==> config.mk <==
export PLATFORM = sky130hd
export DESIGN_NAME = cks_output_control_bank
export DESIGN_NICKNAME = d
export VERILOG_FILES = /design/src/cks_pkg.sv /design/src/cks_output_control_bank.sv
export VERILOG_INCLUDE_DIRS = /design/src
export SDC_FILE = /design/constraint.sdc
export NUM_CORES = 1
export LEC_CHECK = 0
export ABC_AREA = 1
export BUFFER_PORTS_ARGS = -buffer_cell sky130_fd_sc_hd__buf_2
export CORE_MARGIN = 1
export CORE_UTILIZATION = 51
export CTS_CLUSTER_SIZE = 30
export DETAILED_ROUTE_END_ITERATION = 12
export PLACE_DENSITY_LB_ADDON = 0.2
export RECOVER_POWER = 25
export SLEW_MARGIN = 0
export SYNTH_ARGS = -nofsm -noshare
export SYNTH_HDL_FRONTEND = slang
export SYNTH_SLANG_ARGS = --single-unit
==> constraint.sdc <==
create_clock -name CLOCK -period 1 [get_ports CLOCK]
set_clock_uncertainty 0.05 [all_clocks]
set_input_delay 0.2 -clock CLOCK [delete_from_list [all_inputs] [get_ports CLOCK]]
set_output_delay 0.2 -clock CLOCK [all_outputs]
set_load 0.01 [all_outputs]
==> src/cks_defines.svh <==
`ifndef CKS_DEFINES_SVH
`define CKS_DEFINES_SVH
`define CKS_BYTE_CMD_PREFIX 3'h4
`define CKS_OFS_DRIVE 7'h00
`define CKS_OFS_CPU_SRC 7'h01
`define CKS_OFS_PWRDN 7'h02
`define CKS_OFS_STOP_EN 7'h03
`define CKS_OFS_FREE_48M 7'h04
`define CKS_RST_DRIVE 8'h4C
`define CKS_RST_CPU_SRC 8'h7F
`define CKS_RST_PWRDN 8'h00
`define CKS_RST_STOP_EN 8'hFF
`define CKS_RST_FREE_48M 8'h47
`define CKS_B0_PCI_STRONG 6
`define CKS_B1_SRC_STOPPABLE 7
`define CKS_B1_SRC_EN 6
`define CKS_B2_SRC_PD_TRI 7
`define CKS_B2_SRC_STOP_TRI 6
`define CKS_B3_HALT_N 7
`define CKS_B4_48M_STRONG 7
`define CKS_B4_48M_EN 6
`define CKS_B2_CPU_PD_LSB 3
`define CKS_B4_FREE_STOP_LSB 3
`endif

==> src/cks_pkg.sv <==
package cks_pkg;
   typedef struct packed {
      logic [6:0] offset;
      logic [7:0] wdata;
      logic write;
      logic read;
   } cks_req_t;
   typedef struct packed {
      logic pci_strong;
      logic usb48_strong;
      logic usb48_en;
      logic [5:0] pci_run;
      logic [2:0] free_run;
      logic src_drive;
      logic [2:0] cpu_drive;
   } cks_out_t;
endpackage : cks_pkg

==> src/cks_output_control_bank.sv <==
// Function
// - Byte command 100xxxxx; low bits pick offset
// - Byte0 bit6 sets bus clock strength
// - Byte0 bits1:0 report latched frequency straps
// - Byte1 bit7 makes reference clock stoppable
// - Byte1 bit6 enables reference pair, else tristate
// - Byte1 bits2:0 enable debug and CPU pairs
// - Byte2 bit7 tristates reference pair in powerdown
// - Byte2 bit6 tristates reference pair when halted
// - Byte2 bits5:3 tristate CPU pairs in powerdown
// - Clearing byte3 bit7 halts stoppable clocks cleanly
// - Setting it releases halt without runt pulses
// - Byte3/4 low bits enable bus clock outputs
// - Byte4 bits7:6 set 48MHz strength, enable
// - Byte4 bits5:3 make free clocks stoppable
`include "cks_defines.svh"
module cks_output_control_bank (
   input wire logic CLOCK, // 250 MHz clock
   input wire logic RST_N, // Async reset, active low
   input wire logic [7:0] CMD_CODE, // Serial command code
   input wire logic [7:0] WR_DATA, // Data byte from host
   input wire logic WR_STROBE, // One-cycle write pulse
   input wire logic RD_STROBE, // One-cycle read pulse
   input wire logic FREQ_STRAP_LOW, // Strap pin A
   input wire logic FREQ_STRAP_HIGH, // Strap pin B
   input wire logic POWER_DOWN, // Power-down in progress, high
   input wire logic BUS_CLK_EDGE, // Low phase of bus clocks
   input wire logic SRC_CLK_EDGE, // Low phase of reference clock
   output logic [7:0] RD_DATA, // Registered read byte
   output logic RD_VALID, // Read data valid pulse
   output cks_pkg::cks_out_t CLK_CTRL // Output control bundle
);
   localparam int NUM_BYTES = 5;
   localparam int NUM_PCI = 6;
   localparam int NUM_FREE = 3;
   localparam int NUM_CPU = 3;
   localparam logic [7:0] RESET_BYTES [0:4] = '{
      `CKS_RST_DRIVE,
      `CKS_RST_CPU_SRC,
      `CKS_RST_PWRDN,
      `CKS_RST_STOP_EN,
      `CKS_RST_FREE_48M
   };

   // Configuration bytes, indexed by the low bits of the offset
   logic [7:0] bank [0:4];
   logic [1:0] strap;
   logic strap_taken;
   logic [2:0] sel;
   logic halt_req;
   logic src_stoppable;
   logic bus_halted;
   logic src_halted;
   logic [7:0] next_rd_data;
   logic [5:0] next_pci_run;
   logic [2:0] next_free_run;
   logic [2:0] next_cpu_drive;
   logic next_src_drive;
   cks_pkg::cks_req_t req;

   // Accepts only byte commands that name one of the five bytes held here
   function automatic logic byte_hit(input logic [7:0] code);
      byte_hit = (code[7:5] == `CKS_BYTE_CMD_PREFIX) && (code[6:0] <= `CKS_OFS_FREE_48M);
   endfunction : byte_hit

   // An output stays on while enabled, unless a state it is set to obey is active
   function automatic logic kept_on(input logic enable, input logic in_state,
      input logic obeys_state);
      kept_on = enable && !(in_state && obeys_state);
   endfunction : kept_on

   assign req.offset = CMD_CODE[6:0];
   assign req.wdata = WR_DATA;
   assign req.write = WR_STROBE && byte_hit(CMD_CODE);
   assign req.read = RD_STROBE && byte_hit(CMD_CODE);
   // Offsets above four never pass byte_hit, so three bits index the bank
   assign sel = req.offset[2:0];

   // Straps are only valid at power-up, so take them on the first clock after reset
   always_ff @(posedge CLOCK or negedge RST_N) begin
      if (!RST_N) begin
         strap <= 2'h0;
         strap_taken <= 1'b0;
      end else if (!strap_taken) begin
         strap <= {FREQ_STRAP_HIGH, FREQ_STRAP_LOW};
         strap_taken <= 1'b1;
      end
   end

   // Reserved bits are stored as written; the host keeps them at power-up values
   genvar b;
   generate
      for (b = 0; b < NUM_BYTES; b = b + 1) begin : g_byte
         always_ff @(posedge CLOCK or negedge RST_N) begin
            if (!RST_N) begin
               bank[b] <= RESET_BYTES[b];
            end else if (req.write && sel == 3'(b)) begin
               bank[b] <= req.wdata;
            end
         end
      end
   endgenerate

   // Byte 0 shows the latched straps in its low bits, so writes never reach them
   always_comb begin
      next_rd_data = 8'h00;
      if (req.read) begin
         next_rd_data = bank[sel];
         if (req.offset == `CKS_OFS_DRIVE) begin
            next_rd_data[1:0] = strap;
         end
      end
   end

   // Refused reads still answer, with a zero byte
   always_ff @(posedge CLOCK or negedge RST_N) begin
      if (!RST_N) begin
         RD_VALID <= 1'b0;
      end else begin
         RD_VALID <= RD_STROBE;
      end
   end

   // Read byte stands until the next read strobe
   always_ff @(posedge CLOCK or negedge RST_N) begin
      if (!RST_N) begin
         RD_DATA <= 8'h00;
      end else if (RD_STROBE) begin
         RD_DATA <= next_rd_data;
      end
   end

   assign halt_req = !bank[3][`CKS_B3_HALT_N];
   assign src_stoppable = bank[1][`CKS_B1_SRC_STOPPABLE];

   // Halt and release only change during a low phase so no pulse is shortened
   always_ff @(posedge CLOCK or negedge RST_N) begin
      if (!RST_N) begin
         bus_halted <= 1'b0;
      end else if (BUS_CLK_EDGE) begin
         bus_halted <= halt_req;
      end
   end

   always_ff @(posedge CLOCK or negedge RST_N) begin
      if (!RST_N) begin
         src_halted <= 1'b0;
      end else if (SRC_CLK_EDGE) begin
         src_halted <= halt_req && src_stoppable;
      end
   end

   genvar p;
   generate
      // Plain bus clocks have no stoppable bit: every one of them obeys a halt
      for (p = 0; p < NUM_PCI; p = p + 1) begin : g_pci
         assign next_pci_run[p] = kept_on(bank[3][p], bus_halted, 1'b1);
      end
      for (p = 0; p < NUM_FREE; p = p + 1) begin : g_free
         assign next_free_run[p] = kept_on(bank[4][p], bus_halted, bank[4][`CKS_B4_FREE_STOP_LSB + p]);
      end
      for (p = 0; p < NUM_CPU; p = p + 1) begin : g_cpu
         assign next_cpu_drive[p] = kept_on(bank[1][p], POWER_DOWN, bank[2][`CKS_B2_CPU_PD_LSB + p]);
      end
   endgenerate

   // The reference pair obeys two states: power-down and the software halt
   assign next_src_drive = kept_on(
      kept_on(bank[1][`CKS_B1_SRC_EN], POWER_DOWN, bank[2][`CKS_B2_SRC_PD_TRI]),
      src_halted, bank[2][`CKS_B2_SRC_STOP_TRI]);

   // Strength bits only steer pad drivers, no glitch care needed
   always_ff @(posedge CLOCK or negedge RST_N) begin
      if (!RST_N) begin
         CLK_CTRL.pci_strong <= 1'b0;
         CLK_CTRL.usb48_strong <= 1'b0;
      end else begin
         CLK_CTRL.pci_strong <= bank[0][`CKS_B0_PCI_STRONG];
         CLK_CTRL.usb48_strong <= bank[4][`CKS_B4_48M_STRONG];
      end
   end

   always_ff @(posedge CLOCK or negedge RST_N) begin
      if (!RST_N) begin
         CLK_CTRL.usb48_en <= 1'b0;
      end else begin
         CLK_CTRL.usb48_en <= bank[4][`CKS_B4_48M_EN];
      end
   end

   always_ff @(posedge CLOCK or negedge RST_N) begin
      if (!RST_N) begin
         CLK_CTRL.pci_run <= 6'h00;
      end else begin
         CLK_CTRL.pci_run <= next_pci_run;
      end
   end

   always_ff @(posedge CLOCK or negedge RST_N) begin
      if (!RST_N) begin
         CLK_CTRL.free_run <= 3'h0;
      end else begin
         CLK_CTRL.free_run <= next_free_run;
      end
   end

   always_ff @(posedge CLOCK or negedge RST_N) begin
      if (!RST_N) begin
         CLK_CTRL.src_drive <= 1'b0;
      end else begin
         CLK_CTRL.src_drive <= next_src_drive;
      end
   end

   always_ff @(posedge CLOCK or negedge RST_N) begin
      if (!RST_N) begin
         CLK_CTRL.cpu_drive <= 3'h0;
      end else begin
         CLK_CTRL.cpu_drive <= next_cpu_drive;
      end
   end
endmodule : cks_output_control_bank

**Word-level counts from Yosys, hierarchy flattened**

Index checks and enable logic that the tools add are counted.
Widths: inputs -> output; s select.

- Register bits after elaboration: 70
- Latch bits: 0
- RAM bits: 0
- Bits in read-only memories: 0
- Memories: 0

- $add $sub $neg: 0
- $mul: 0
- Div/mod/pow operators: 0
- $lt $le $gt $ge: 2
- Eq/ne operators: 5
- Shift-type cells: 0
- Multiplexer cells: 5
- Bitwise gates (word level): 1
- Reduce and logical (&&, ||, !) cells: 43

Operator list:

| cell | count |
|---|---|
| $logic_and 1x1->1 | 31 |
| $bmux 8 s3 | 1 |
| $mux 8 | 3 |
| $logic_not 1->1 | 10 |
| $le 7x3->1 const B | 1 |
| $logic_not 7->1 | 1 |
| $eq 3x2->1 const B | 2 |
| $eq 3x3->1 const B | 2 |
| $ge 4x4->1 const B | 1 |
| $not 3->4 | 1 |
| $eq 3x1->1 const B | 1 |
| $logic_not 3->1 | 1 |
| $mux 2 | 1 |

**Longest topological paths before layout**

Gate-level depths: netlist of the first run.

- Depth after elaboration: 6
- Depth in mapped cells: 9
- Depth with buffers taken out: 9

**Least setup slack after synthesis of the first run**

OpenSTA, ideal clock, no wires.

- Kind: input port to flip-flop
- Start point: input port CMD_CODE[2]
- End point: register bank[31] (netlist bit)
- Library setup time: 117 ps
- Arrival: 996 ps
- Data required time: 833 ps
- Path slack: -163 ps
- Cell stages on the path: 5
- Path through: buf_2 nor3_4 nand3_2 nand2_1 nand2_1

- Word-level cells in the longest chain between the ends: 4
- Elaborated cells on any way between the ends: 5
- Those cells by class: order compare: 1; eq/ne: 1; reduce/logical: 3

Ends and longest elaborated chain:

| element | RTL line | text |
|---|---|---|
| start: declaration | cks_output_control_bank.sv:20 | `input wire logic [7:0] CMD_CODE,` |
| $le 7x3->1 (no source line) | -- |  |
| $logic_and 1x1->1 | cks_output_control_bank.sv:63 | `` byte_hit = (code[7:5] == `CKS_BYTE_CMD_PREFIX) && (code[6:0] <= `CKS_OFS_FREE_48M); `` |
| $logic_and 1x1->1 | cks_output_control_bank.sv:74 | `assign req.write = WR_STROBE && byte_hit(CMD_CODE);` |
| $logic_and 1x1->1 (*) | cks_output_control_bank.sv:97 | `end else if (req.write && sel == 3'(b)) begin` |
| end signal: indexed assignment | cks_output_control_bank.sv:96 | `bank[b] <= RESET_BYTES[b];` |
| end signal: indexed assignment | cks_output_control_bank.sv:98 | `bank[b] <= req.wdata;` |
| end: declaration | cks_output_control_bank.sv:46 | `logic [7:0] bank [0:4];` |

Every way passes the cells marked *; elsewhere a longest branch is shown, timed or not.
A chain may end at the register's enable or synchronous reset.

**Worst setup path after layout of the first run**

- Start point: register bank[15] (netlist bit)
- End point: register RD_DATA[7]

- Word-level cells in the longest chain between the ends: 4

Ends and longest elaborated chain:

| element | RTL line | text |
|---|---|---|
| $bmux 8 s3 | cks_output_control_bank.sv:108 | `next_rd_data = bank[sel];` |
| $mux 8 (implied by the code) (2 in a row) | cks_output_control_bank.sv:108 |  |
| $mux 8 | cks_output_control_bank.sv:107 | `if (req.read) begin` |
| end signal: assignment | cks_output_control_bank.sv:129 | `RD_DATA <= next_rd_data;` |
| end: declaration | cks_output_control_bank.sv:29 | `output logic [7:0] RD_DATA,` |

Every way passes these cells. The select of a mux whose other input is x is not followed.

==> results.md, run 1 <==
Floorplanning:
- The die covers 6760 um2.
- In this run the core area contains 28 standard-cell rows.
- The horizontal die dimension is just over 80 um.
- For this design the top-level I/O count stands at 50.
- The area of the core is ~6100 um2.
- From bottom edge to top edge, the die measures 82.2 um.
- The initial utilization of the core area, before any placement, comes to between 50% and 60%.

GRT:
- The number of global-route vias before repair was roughly 2800.
- Global routing finished with a remaining overflow of 0.
- Global routing used between 20% and 30% of the available tracks across all layers.
- The initial antenna violation count is 0.
- The first global-routing pass estimated approximately 14000 um of wire.
- Entering global routing, the biggest net connects 39 pins.

Routing:
- For this run, design rule violations remaining after detail routing come to 0.
- Detailed routing inserted a total of roughly 3200 vias.
- Using the TritonRoute via totals, the vias-per-cell ratio works out to 5.28.
- The initial DRC count is 250.
- The overall routed net length is between 9000 and 10000 um.
- The number of nets still failing antenna checks after routing is 0.
- The first-pass detailed-route iteration total is 5.
- In the final routed layout, each cell accounts on average for between 15 and 20 um.

Clocking:
- In this run the deepest clock path goes through 2 buffers.
- Buffers inserted during clock tree synthesis total 9.
- After clock tree synthesis, the clock-pin slew on the worst setup and hold paths is 70 ps.
- For this design, the sink count on the clock tree is 70.
- The clock tree from TritonCTS is done.
- The clock root buffer is sky130_fd_sc_hd__clkbuf_8.
- The number of H-tree levels is 3.
- The worst-skew pair later-pin latency is about 350 ps.

Yosys:
- During synthesis, Yosys emitted a total of 0 warnings.
- The synthesized netlist net count is 428.
- After synthesis, the netlist uses 25 different library cells.
- In the synthesized netlist, the number of instances is 403.
- The average footprint of a synthesized cell is 8.14 um2.
- The flop and latch count out of synthesis is 70.
- Summing every instance area after synthesis gives about 3300 um2.
- The sequential-to-total area share from yosys stat is a little over half.

Critical path:
- The cell that appears most often on the critical path is sky130_fd_sc_hd__nand2_1.
- In this design, the stage delay of the slowest critical-path cell is roughly 540 ps.
- The cell type of the slowest stage on the worst timing path is sky130_fd_sc_hd__dfstp_2.
- The critical path crosses 8 cells after its start point.
- For the worst setup path, the data arrival time is roughly 1400 ps.
- Traced cell by cell, the critical path runs through inv_2, nand2_2, nand2_2, nand2_1, nand3_1, nand2_1, nand2_1, nand2_1.
- The setup path with the least slack is of type reg -> reg.
- In this run the worst path has a maximum fanout of 2.
- The worst setup path is launched from a flip-flop.
- For the worst setup path, the data required time is 1230 ps.
- The top cell family by delay on the critical path is flip-flops.
- The cell depth of the worst flop-to-flop path is 8.
- STA classifies the critical path endpoint as a flip-flop.
- The worst path buffer plus inverter count is 1.

Hold path:
- The worst hold path cell count is 2.
- The worst hold path belongs to the class in -> reg.

Finish:
- The net count of the finished layout is roughly 550.
- The post-route netlist has around 43% of its cells at a drive strength greater than 1.
- Leaving out fill and tap cells, the most frequent cell in the layout is sky130_fd_sc_hd__nand2_1.
- The top cell types in the final layout, fill and taps aside, are sky130_fd_sc_hd__nand2_1, sky130_fd_sc_hd__buf_4, sky130_fd_sc_hd__dfrtp_1, sky130_fd_sc_hd__nand4_1, sky130_fd_sc_hd__buf_2.
- The number of inserted diodes is 0.
- Compared with the post-synthesis result, the final layout area differs by 43.6%.

STA:
- The max-slew violation count is 0.
- The least setup slack across all paths after layout is -190 ps.
- The final critical-path share of the clock period is 119%.
- The count of endpoints failing setup in the final report is between 40 and 50.
- The worst hold margin is 61.0 ps.
- For the finished layout, the period the worst path requires is between 1000 and 1500 ps.
- The final sum of negative setup slack is -3560 ps.
- Static timing analysis puts the maximum clock frequency at around 840 MHz.
- The hold violation count in the final report came to 0.
- Setup repair after global routing could not meet its margin everywhere.

Placement:
- Port buffering added 49 buffers.
- The HPWL reported at the end of detailed placement is about 6300 um.
- OpenSTA, run right after detailed placement, puts the worst setup slack at -408 ps.
- At the end of routability-driven placement, the weighted congestion stood at roughly 0.95.

Pwr:
- The power per standard cell area is ~1200 nW/um2.
- VDD sags by at most about 850 uV.
- The reported leakage power is around 2.4 nW.

Flow run:
- The max-capacitance violation count is 0.

Outcome:
- The final reports fail on negative setup slack.
- The run finished, with violations left.
## state kept, by name, summed over array words and instances (netlist names)
register     flops
bus_halted       1
strap_taken      1
strap            2
CLK_CTRL        16
RD_DATA          8
bank            40
src_halted       1
RD_VALID         1
## power by group
group	internal (mW)	switching, mW
clock network	1.04	0.988
logic	0.337	0.472
registers	2.94	0.0553
total	4.32	1.52
## per-layer routing
layer	routed length (um)	up-vias	global-route usage [%]
li1	-	1537	-
met1	4140	1500	40.4
met2	4470	140	44.2
met3	682	21	6.26
met4	146	0	6.32
met5	0	-	0
## synth_stat cells
cell type,n,share of area [%]
sky130_fd_sc_hd__nand2_1,175,20
sky130_fd_sc_hd__dfrtp_1,48,37
sky130_fd_sc_hd__nand4_1,40,7.6
sky130_fd_sc_hd__inv_1,38,4.3
sky130_fd_sc_hd__dfstp_2,22,18
sky130_fd_sc_hd__nor2_1,21,2.4
sky130_fd_sc_hd__nand3_1,12,1.8
sky130_fd_sc_hd__a21oi_1,9,1.4
sky130_fd_sc_hd__clkbuf_1,6,0.69
sky130_fd_sc_hd__nand3_2,5,1.5
sky130_fd_sc_hd__buf_2,4,0.61
sky130_fd_sc_hd__buf_4,4,0.92
sky130_fd_sc_hd__inv_2,3,0.34
sky130_fd_sc_hd__mux2_2,2,0.69
sky130_fd_sc_hd__nor2_4,2,0.69
sky130_fd_sc_hd__nor3_1,2,0.31
sky130_fd_sc_hd__nor3_4,2,0.99
sky130_fd_sc_hd__a21boi_0,1,0.23
sky130_fd_sc_hd__a221oi_1,1,0.27
sky130_fd_sc_hd__buf_1,1,0.11
sky130_fd_sc_hd__clkinv_1,1,0.11
sky130_fd_sc_hd__conb_1,1,0.11
sky130_fd_sc_hd__nor2_2,1,0.19
sky130_fd_sc_hd__o21ai_0,1,0.15
sky130_fd_sc_hd__o31ai_1,1,0.23
## through the flow
stage          util [%]  cells  total power [mW]  instance area (um2)
2_1_floorplan         -    403              3.31                 3310
3_3_place_gp       67.0    566              3.69                 4060
3_5_place_dp       67.0    566              3.71                 4060
4_1_cts            72.4    594              5.75                 4390
5_1_grt            77.7    606              6.04                 4710
6_report           77.7    606              5.83                 4710
## logic make-up (layout without fill, tap and decap cells)
family | count (synthesis) | after routing | synth area share [%]
flip-flops | 70 | 70 | 54.2
multiplexers | 2 | 2 | 0.686
AND/OR/NAND/NOR | 260 | 260 | 35.6
AO/OA/AOI/OAI | 13 | 13 | 2.25
other | 1 | 1 | 0.114
buffers and inverters | 57 | 185 | 7.13
## final timing paths
check / endpoint / slack (ps) / from
worst max-delay path: RD_DATA[7] / -190 / bank[15]
worst min-delay path: strap[1] / 60 / FREQ_STRAP_HIGH
worst max register to register: RD_DATA[7] / -190 / bank[15]
worst min register to register: CLK_CTRL[14] / 360 / bank[7]
max in group asynchronous: bank[34] / 110 / RST_N
min in group asynchronous: CLK_CTRL[8] / 420 / RST_N
## area by class of cell
cell class              count  area, um2
clock inverters             1       5.00
flip-flops and latches     70       1780
clock buffers              15        166
multi-input cells         276       1470
fillers                   433       1350
inverters                  42        160
well taps                  75       93.8
repair buffers            127       1030
## timing repair
action	CTS	global route
setup endpoints to repair	56	78
hold buffers	5	0
setup buffers	8	14
gates resized for setup	21	66
cloned	0	0
hold endpoints to repair	52	0
pin swaps	14	36
Power figures use the tool's default switching activity.
==> run 2: changes to the inputs <==
--- a/config.mk
+++ b/config.mk
@@ -9,7 +9,7 @@
 export ABC_AREA = 1
 export BUFFER_PORTS_ARGS = -buffer_cell sky130_fd_sc_hd__buf_2
 export CORE_MARGIN = 1
-export CORE_UTILIZATION = 51
+export CORE_UTILIZATION = 57
 export CTS_CLUSTER_SIZE = 30
 export DETAILED_ROUTE_END_ITERATION = 12
 export PLACE_DENSITY_LB_ADDON = 0.2
==> constraint.sdc (replaced) <==
create_clock -name CLOCK -period 1.5 [get_ports CLOCK]
set_clock_uncertainty 0.05 [all_clocks]
set_input_delay 0.3 -clock CLOCK [delete_from_list [all_inputs] [get_ports CLOCK]]
set_output_delay 0.3 -clock CLOCK [all_outputs]
set_load 0.01 [all_outputs]
==> run 2 against run 1 <==
  * Highest routed layer unchanged
  * Register-to-register slack improved by 480 ps
  * Global-route usage increased by 1.3 points
  * Combinational power shrank 53%
  * Worst hold slack worse by 4.2 ps
  * Sequential power is 34% lower
  * Sequential share of layout area up 7.6 points
  * First-iteration DRC count decreased by 4.8%
  * Setup slack better by 460 ps
  * Sequential cell count unchanged
  * The run now ends clean
  * Largest power group unchanged
==> results.md, run 2 (synthesis results as in run 1) <==
Clocking:
- Gates resized during post-CTS repair numbered 0.
- The sink count of the clock tree is 70.
- The worst-skew pair later-pin latency is ~350 ps.
- The post-CTS setup buffer count is 0.
- The clock root buffer is sky130_fd_sc_hd__clkbuf_8.
- TritonCTS built the clock tree.
- Counting the buffers created by CTS gives 9.
- The longest clock path from root to sink contains 2 buffers.
- The H-tree generated during clock tree synthesis spans 3 levels.
- After clock tree synthesis, the clock-pin slew on the worst setup and hold paths is around 70 ps.

Routing:
- The average vias per placed instance is between 5 and 6.
- The number of DRC violations after detailed routing is 0.
- The number of nets still failing antenna checks after routing is 0.
- For this block, the initial DRC count from the detailed router was around 240.
- Dividing the detail-routed wire length by the instance count gives about 14 um.
- The total number of vias is slightly below 3000.
- The first-pass detailed-route iteration total is 5.
- The overall routed net length is just under 8000 um.

STA:
- The max-slew violation count is 0.
- The hold violation count in the final report is 0.
- Setup repair after global routing left no endpoint under its margin.
- The final critical-path required period is around 1200 ps.
- In the finished design, the share of the clock period the worst path needs comes to ~80%.
- The pin slew with the least headroom to its limit is a little over 600 ps.
- The relative slew slack is about three fifths.
- The maximum achievable frequency is approximately 800 MHz.
- The final sum of negative setup slack is 0 ps.
- The count of endpoints failing setup in the final report is 0.

Critical path:
- On the worst path, the slowest cell contributes a delay of a little under 400 ps.
- On the critical path the largest part of the delay comes from flip-flops.
- Across all register-to-register paths, the minimum setup slack is 290 ps.
- Along the worst path, the maximum fanout reaches 2.
- STA classifies the critical path endpoint as an output port.
- The end of the worst register-to-register path is RD_DATA[7].
- The critical path is of the reg -> out type.
- Among all stages on the critical path, the largest delay is contributed by sky130_fd_sc_hd__dfrtp_1.
- For the worst setup path, the data arrival time is just under 900 ps.
- At the worst endpoint, the required time is between 1000 and 1500 ps.
- The worst setup path is launched from a flip-flop.
- The startpoint identified for the worst register-to-register timing path is bank[15].
- The worst path buffer plus inverter count is 1.
- The cell depth of the worst flop-to-flop path is 8.
- The path length in cells of the critical path is 1.
- Traced cell by cell, the critical path runs through buf_2.

Hold path:
- The worst hold path cell count is 1.
- The endpoint of the worst hold-timing path is RD_VALID.
- The tightest min-delay check is of the in -> reg type.
- The source of the worst hold timing path is RD_STROBE.

Pwr:
- The power per standard cell area is between 900 and 1000 nW/um2.
- The reported leakage power is roughly 2.1 nW.
- The peak ir drop on the vdd network is 626 uV.

Placement:
- Detailed placement finished with a half-perimeter wire length of between 5000 and 6000 um.
- The number of placed instances, taps included, is 532.
- In this run the cell area measured after placement is ~3700 um2.
- The number of buffers inserted by port buffering is 49.
- The final RePlAce weighted congestion is between 0.9 and 1.

Finish:
- The library cells used most frequently in the layout, excluding fill and tap cells, are sky130_fd_sc_hd__nand2_1, sky130_fd_sc_hd__dfrtp_1, sky130_fd_sc_hd__buf_2, sky130_fd_sc_hd__nand4_1, sky130_fd_sc_hd__inv_1.
- The largest registers in the layout are bank (40), CLK_CTRL (16), RD_DATA (8).
- The final-layout fill cell count is 468.
- The synthesis-to-layout area growth is 19.5%.
- The post-route netlist has approximately a quarter of its cells at a drive strength greater than 1.
- The number of standard cells in the final layout excluding fillers is around 550.
- The register bank with the most flops is bank.
- Summing all multi-input logic gate instances after layout gives approximately 1300 um2.
- The register with the most flip-flops in the layout has 40 of them.
- After the last flow step, the layout net total stands at about 500.
- The leading cell type in the layout, fill and taps excluded is sky130_fd_sc_hd__nand2_1.
- The number of antenna diodes in the final layout is 0.
- The sequential cells in the finished layout cover a total of 1780 um2.
- The post-route cell area is ~3900 um2.

GRT:
- Across every metal layer, demand over resource in global routing totals approximately 30%.
- Entering global routing, the biggest net connects 71 pins.
- Global routing consumed, on the met1 layer, ~43% of the routing resources.
- The number of global-route vias before repair was approximately 2800.
- The global-route wire length before repair is about 13000 um.
- The total congestion overflow is 0.
- In the global route stage, met2 resource usage came out at between 40% and 50%.
- The global-route layer with the greatest usage is met2.
- The initial antenna violation count is 0.
- The global-route met3 utilization is under 10%.

Floorplanning:
- The die extent in y is between 70 and 80 um.
- The core region is 5540 um2.
- The die covers ~6100 um2.
- The starting density of the core is around three fifths.
- The horizontal die dimension is between 70 and 80 um.
- The top-level I/O count is 50.
- The initialized floorplan defines 27 standard-cell rows.

Outcome:
- The flow ran to the end, and the final reports show no timing, DRC or antenna violations.

Flow run:
- The max-capacitance violation count is 0.
run 2: what timing repair did:
action,CTS,global route
hold endpoints to repair,48,0
endpoints found under the setup margin,0,0
hold buffers,1,0
run 2: worst max-delay path by stage:
stage | slack (ps) | startpoint | endpoint
5_1_grt | 200 | bank[11] | RD_DATA[3]
4_1_cts | 270 | RD_DATA[7] | RD_DATA[7]
2_1_floorplan | 240 | CMD_CODE[2] | bank[31]
6_report | 270 | RD_DATA[1] | RD_DATA[1]
3_3_place_gp | 60 | CMD_CODE[4] | bank[23]
3_5_place_dp | -7 | CMD_CODE[4] | bank[18]
run 2: through the flow:
stage	power, mW	utilization, %	setup WS, ps	hold WS, ps
detailed placement	2.40	67.7	-6.90	296
finish	3.73	70.8	273	56.8
floorplan	2.20	-	237	-45.6
CTS	3.75	71.0	266	31.1
global placement	2.39	67.7	55.7	296
global route	3.88	70.8	197	56.2
run 2: final cells by class:
class                   instances  share of cell area (%)
clock buffers                  15                    4.25
clock inverters                 1                   0.128
inverters                      42                    4.02
multi-input cells             276                    32.3
flip-flops and latches         70                    45.4
well taps                      72                    2.30
repair buffers                 73                    11.6
run 2: report_power, final:
part,internal [mW],switching [mW]
clock network,0.691,0.664
logic,0.127,0.250
registers,1.96,0.0340
total,2.78,0.949
run 2: layer usage:
metal / vias up / routed length (um)
met1: 1359 / 3580
met5: - / 0
met4: 0 / 239
met2: 96 / 3560
li1: 1422 / -
met3: 21 / 466
==> run 3: changes to the inputs <==
--- a/config.mk
+++ b/config.mk
@@ -9,7 +9,7 @@
 export ABC_AREA = 1
 export BUFFER_PORTS_ARGS = -buffer_cell sky130_fd_sc_hd__buf_2
 export CORE_MARGIN = 1
-export CORE_UTILIZATION = 57
+export CORE_UTILIZATION = 56
 export CTS_CLUSTER_SIZE = 30
 export DETAILED_ROUTE_END_ITERATION = 12
 export PLACE_DENSITY_LB_ADDON = 0.2
==> constraint.sdc (replaced) <==
create_clock -name CLOCK -period 1.25 [get_ports CLOCK]
set_clock_uncertainty 0.05 [all_clocks]
set_input_delay 0.25 -clock CLOCK [delete_from_list [all_inputs] [get_ports CLOCK]]
set_output_delay 0.25 -clock CLOCK [all_outputs]
set_load 0.01 [all_outputs]
==> run 3 against run 2 <==
  * Combinational power is 26% higher
  * Final area is 2.5% higher
  * Clock-buffer cell count stayed put
  * Core utilization is 1.3 points higher
  * Worst hold slack worse by 16 ps
  * Cell count is 2.2% higher
  * Sequential cell count stayed put
  * Critical path depth is 5 higher
  * Sequential share of layout area is 1.1 points lower
  * Sequential power is 21% higher
  * Routed wire length is 5.5% higher
  * Critical path type is now in -> reg
  * Largest cell class unchanged
==> results.md, run 3 (synthesis results as in run 1) <==
Critical path:
- The endpoint arrival time on the critical path is approximately 1400 ps.
- The top fanout value on the critical path is 6.
- Data on the critical path is required at its endpoint by around 1500 ps.
- The worst setup path is of the in -> reg kind.
- The delay contributed by the slowest stage of the critical path is about 530 ps.
- The kind of end point of the critical path is a flip-flop.
- Walking the worst path, the cells encountered are dlygate4sd3_1, buf_2, nand3_1, inv_1, nand3_1, nand2_1.
- The cell type of the slowest stage on the worst timing path is sky130_fd_sc_hd__dlygate4sd3_1.
- The launching element type of the critical path is a primary input.
- Counting stages on the worst path, the most repeated cell is sky130_fd_sc_hd__nand3_1.

Finish:
- The post-route cell area is between 4000 and 5000 um2.
- The register with the most flip-flops in the layout has 40 of them.
- bank holds more flip-flops than any other register.
- Counting the fill cells in the layout gives around 460.
- The repair_antennas step left the layout with diodes totalling 0.
- The area taken by multi-input logic gates is between 1000 and 1500 um2.
- The layout cell share with drive strength beyond 1 is a little over a quarter.
- The area used by sequential logic in the layout is 1780 um2.
- In the final layout, the registers with the most flip-flops are bank (40), CLK_CTRL (16), RD_DATA (8).
- The final layout contains about 500 nets.
- The number of standard cells in the final layout excluding fillers is roughly 560.
- The library cell used most frequently in the layout, excluding fill and tap cells, is sky130_fd_sc_hd__nand2_1.
- In the layout the commonest cells are sky130_fd_sc_hd__nand2_1, sky130_fd_sc_hd__dfrtp_1, sky130_fd_sc_hd__buf_2, sky130_fd_sc_hd__nand4_1, sky130_fd_sc_hd__inv_1.
- Compared with the post-synthesis result, the final layout area differs by 22.4%.

STA:
- Setup repair after global routing left no endpoint under its margin.
- The max-slew violation count is 0.
- The final sum of negative setup slack is 0 ps.
- The count of endpoints failing setup in the final report is 0.
- The hold violation count in the final report was 0.
- The final critical-path required period is ~1200 ps.
- Headroom to the max-slew limit came out at 60.1%.
- In the finished design, the share of the clock period the worst path needs comes to between 90% and 100%.
- The maximum achievable frequency is 851 MHz.
- The pin slew with the least headroom to its limit is 598 ps.

Clocking:
- The maximum number of buffers from clock root to sink is 2.
- The number of buffers added by the clock tree synthesis step is 9.
- In this run the number of H-tree levels came out at 3.
- The worst-skew pair later-pin latency is around 340 ps.
- After clock tree synthesis, the clock-pin slew on the worst setup and hold paths is approximately 70 ps.
- TritonCTS built the clock tree.
- The clock net in this run drives a total of 70 sinks.
- CTS placed an instance of sky130_fd_sc_hd__clkbuf_8 at the clock tree root.

Routing:
- For this run, design rule violations remaining after detail routing come to 0.
- The top layer used by detailed routing is met4.
- The detailed router put a total of between 3000 and 4000 um of wire on met1.
- The overall routed net length is between 8000 and 9000 um.
- In the routed layout, each cell is associated on average with a via count of 5.37.
- The number of nets still failing antenna checks after routing is 0.
- The final route contains 3013 vias.
- For this run, the detailed router's first-pass iteration total came to 5.
- Dividing the detail-routed wire length by the instance count gives between 10 and 15 um.
- The routed wire length on met3 is between 700 and 800 um.
- The met2 wirelength from detailed routing is about 3800 um.
- The initial DRC count is 224.

Hold path:
- The path class of the tightest hold or removal check is in -> reg.

GRT:
- The largest net degree at the start of global routing is 71.
- The global-route wire length before repair is 14000 um.
- The initial antenna violation count is 0.
- The number of global-route vias before repair was between 2000 and 3000.
- The total routing resource utilization after global routing is between 30% and 40%.
- The total congestion overflow is 0.

Placement:
- The number of buffers inserted by port buffering is 49.
- The number of cells after detailed placement is about 540.
- The final RePlAce weighted congestion is 0.913.
- Detailed placement ended at an HPWL of a little over 6000 um.
- The placed instances occupy a cell area of 3820 um2.

Floorplanning:
- The top-level I/O count is 50.
- In this run the core area contains 27 standard-cell rows.
- The area of the die is 6170 um2.
- The die is just under 80 um tall.
- The floorplan step defined a core boundary enclosing ~5600 um2.
- The horizontal die dimension is 78.5 um.
- The starting density of the core is around three fifths.

Flow run:
- The max-capacitance violation count is 0.

Pwr:
- Power comes to 4.48 mW.
- For this design the static power due to leakage is between 2 and 2.5 nW.
- Across the VDD grid, the largest voltage drop is about 820 uV.
- The power per standard cell area is 1120 nW/um2.

Outcome:
- The flow ran to the end, and the final reports show no timing, DRC or antenna violations.
[run 3: cell count changes in the layout (fill, tap and decap cells not counted), sizes merged]
cell | before | now
clkbuf | 17 | 16
buf | 70 | 82
dlygate4sd3 | 1 | 2
[run 3: power breakdown]
group / leakage, nW / internal, mW / switching, mW
clock: 0.0877 / 0.830 / 0.780
sequential: 0.881 / 2.35 / 0.0446
combinational: 1.20 / 0.170 / 0.306
total: 2.16 / 3.35 / 1.13
[run 3: metal layers]
metal,vias up,global-route usage [%]
li1,1454,-
met3,17,6.40
met5,-,0
met1,1397,43.2
met2,145,44.8
met4,0,11.7
[run 3: stage by stage]
step	worst slack, ps	hold WS, ps	utilization (%)
after floorplan	36.8	-95.6	-
after global placement	-210	247	68.5
after detailed placement	-207	247	68.5
after CTS	66.3	37.0	72.0
after global routing	1.87	48.6	72.1
final	75.0	40.6	72.1
[run 3: worst paths after layout]
check                      slack [ps]            to  cells after the start         start
max                                80    RD_DATA[4]                      6     RD_STROBE
max reg2reg                        80    RD_DATA[6]                      8      bank[38]
min                                40    bus_halted                      2  BUS_CLK_EDGE
min reg2reg                       370  CLK_CTRL[14]                      0       bank[7]
min in group asynchronous         510    bus_halted                      3         RST_N
max in group asynchronous         230  CLK_CTRL[15]                      3         RST_N
[run 3: area by class of cell]
type / count / area share, %
repair buffers: 85 / 13.3
clock buffers: 15 / 4.14
well taps: 72 / 2.24
inverters: 42 / 3.93
flip-flops and latches: 70 / 44.3
multi-input cells: 276 / 31.9
clock inverters: 1 / 0.125
[run 3: critical path, delay by kind of cell]
family | cells | cell delay, ps
buffers and inverters | 3 | 860
and+or+nand+nor | 3 | 300
[run 3: what timing repair did]
action                                 in CTS  in global routing
setup endpoints to repair                   0                  1
hold buffers                                2                  0
gates resized for setup                     0                  5
setup buffers                               0                  0
endpoints found under the hold margin      49                  0
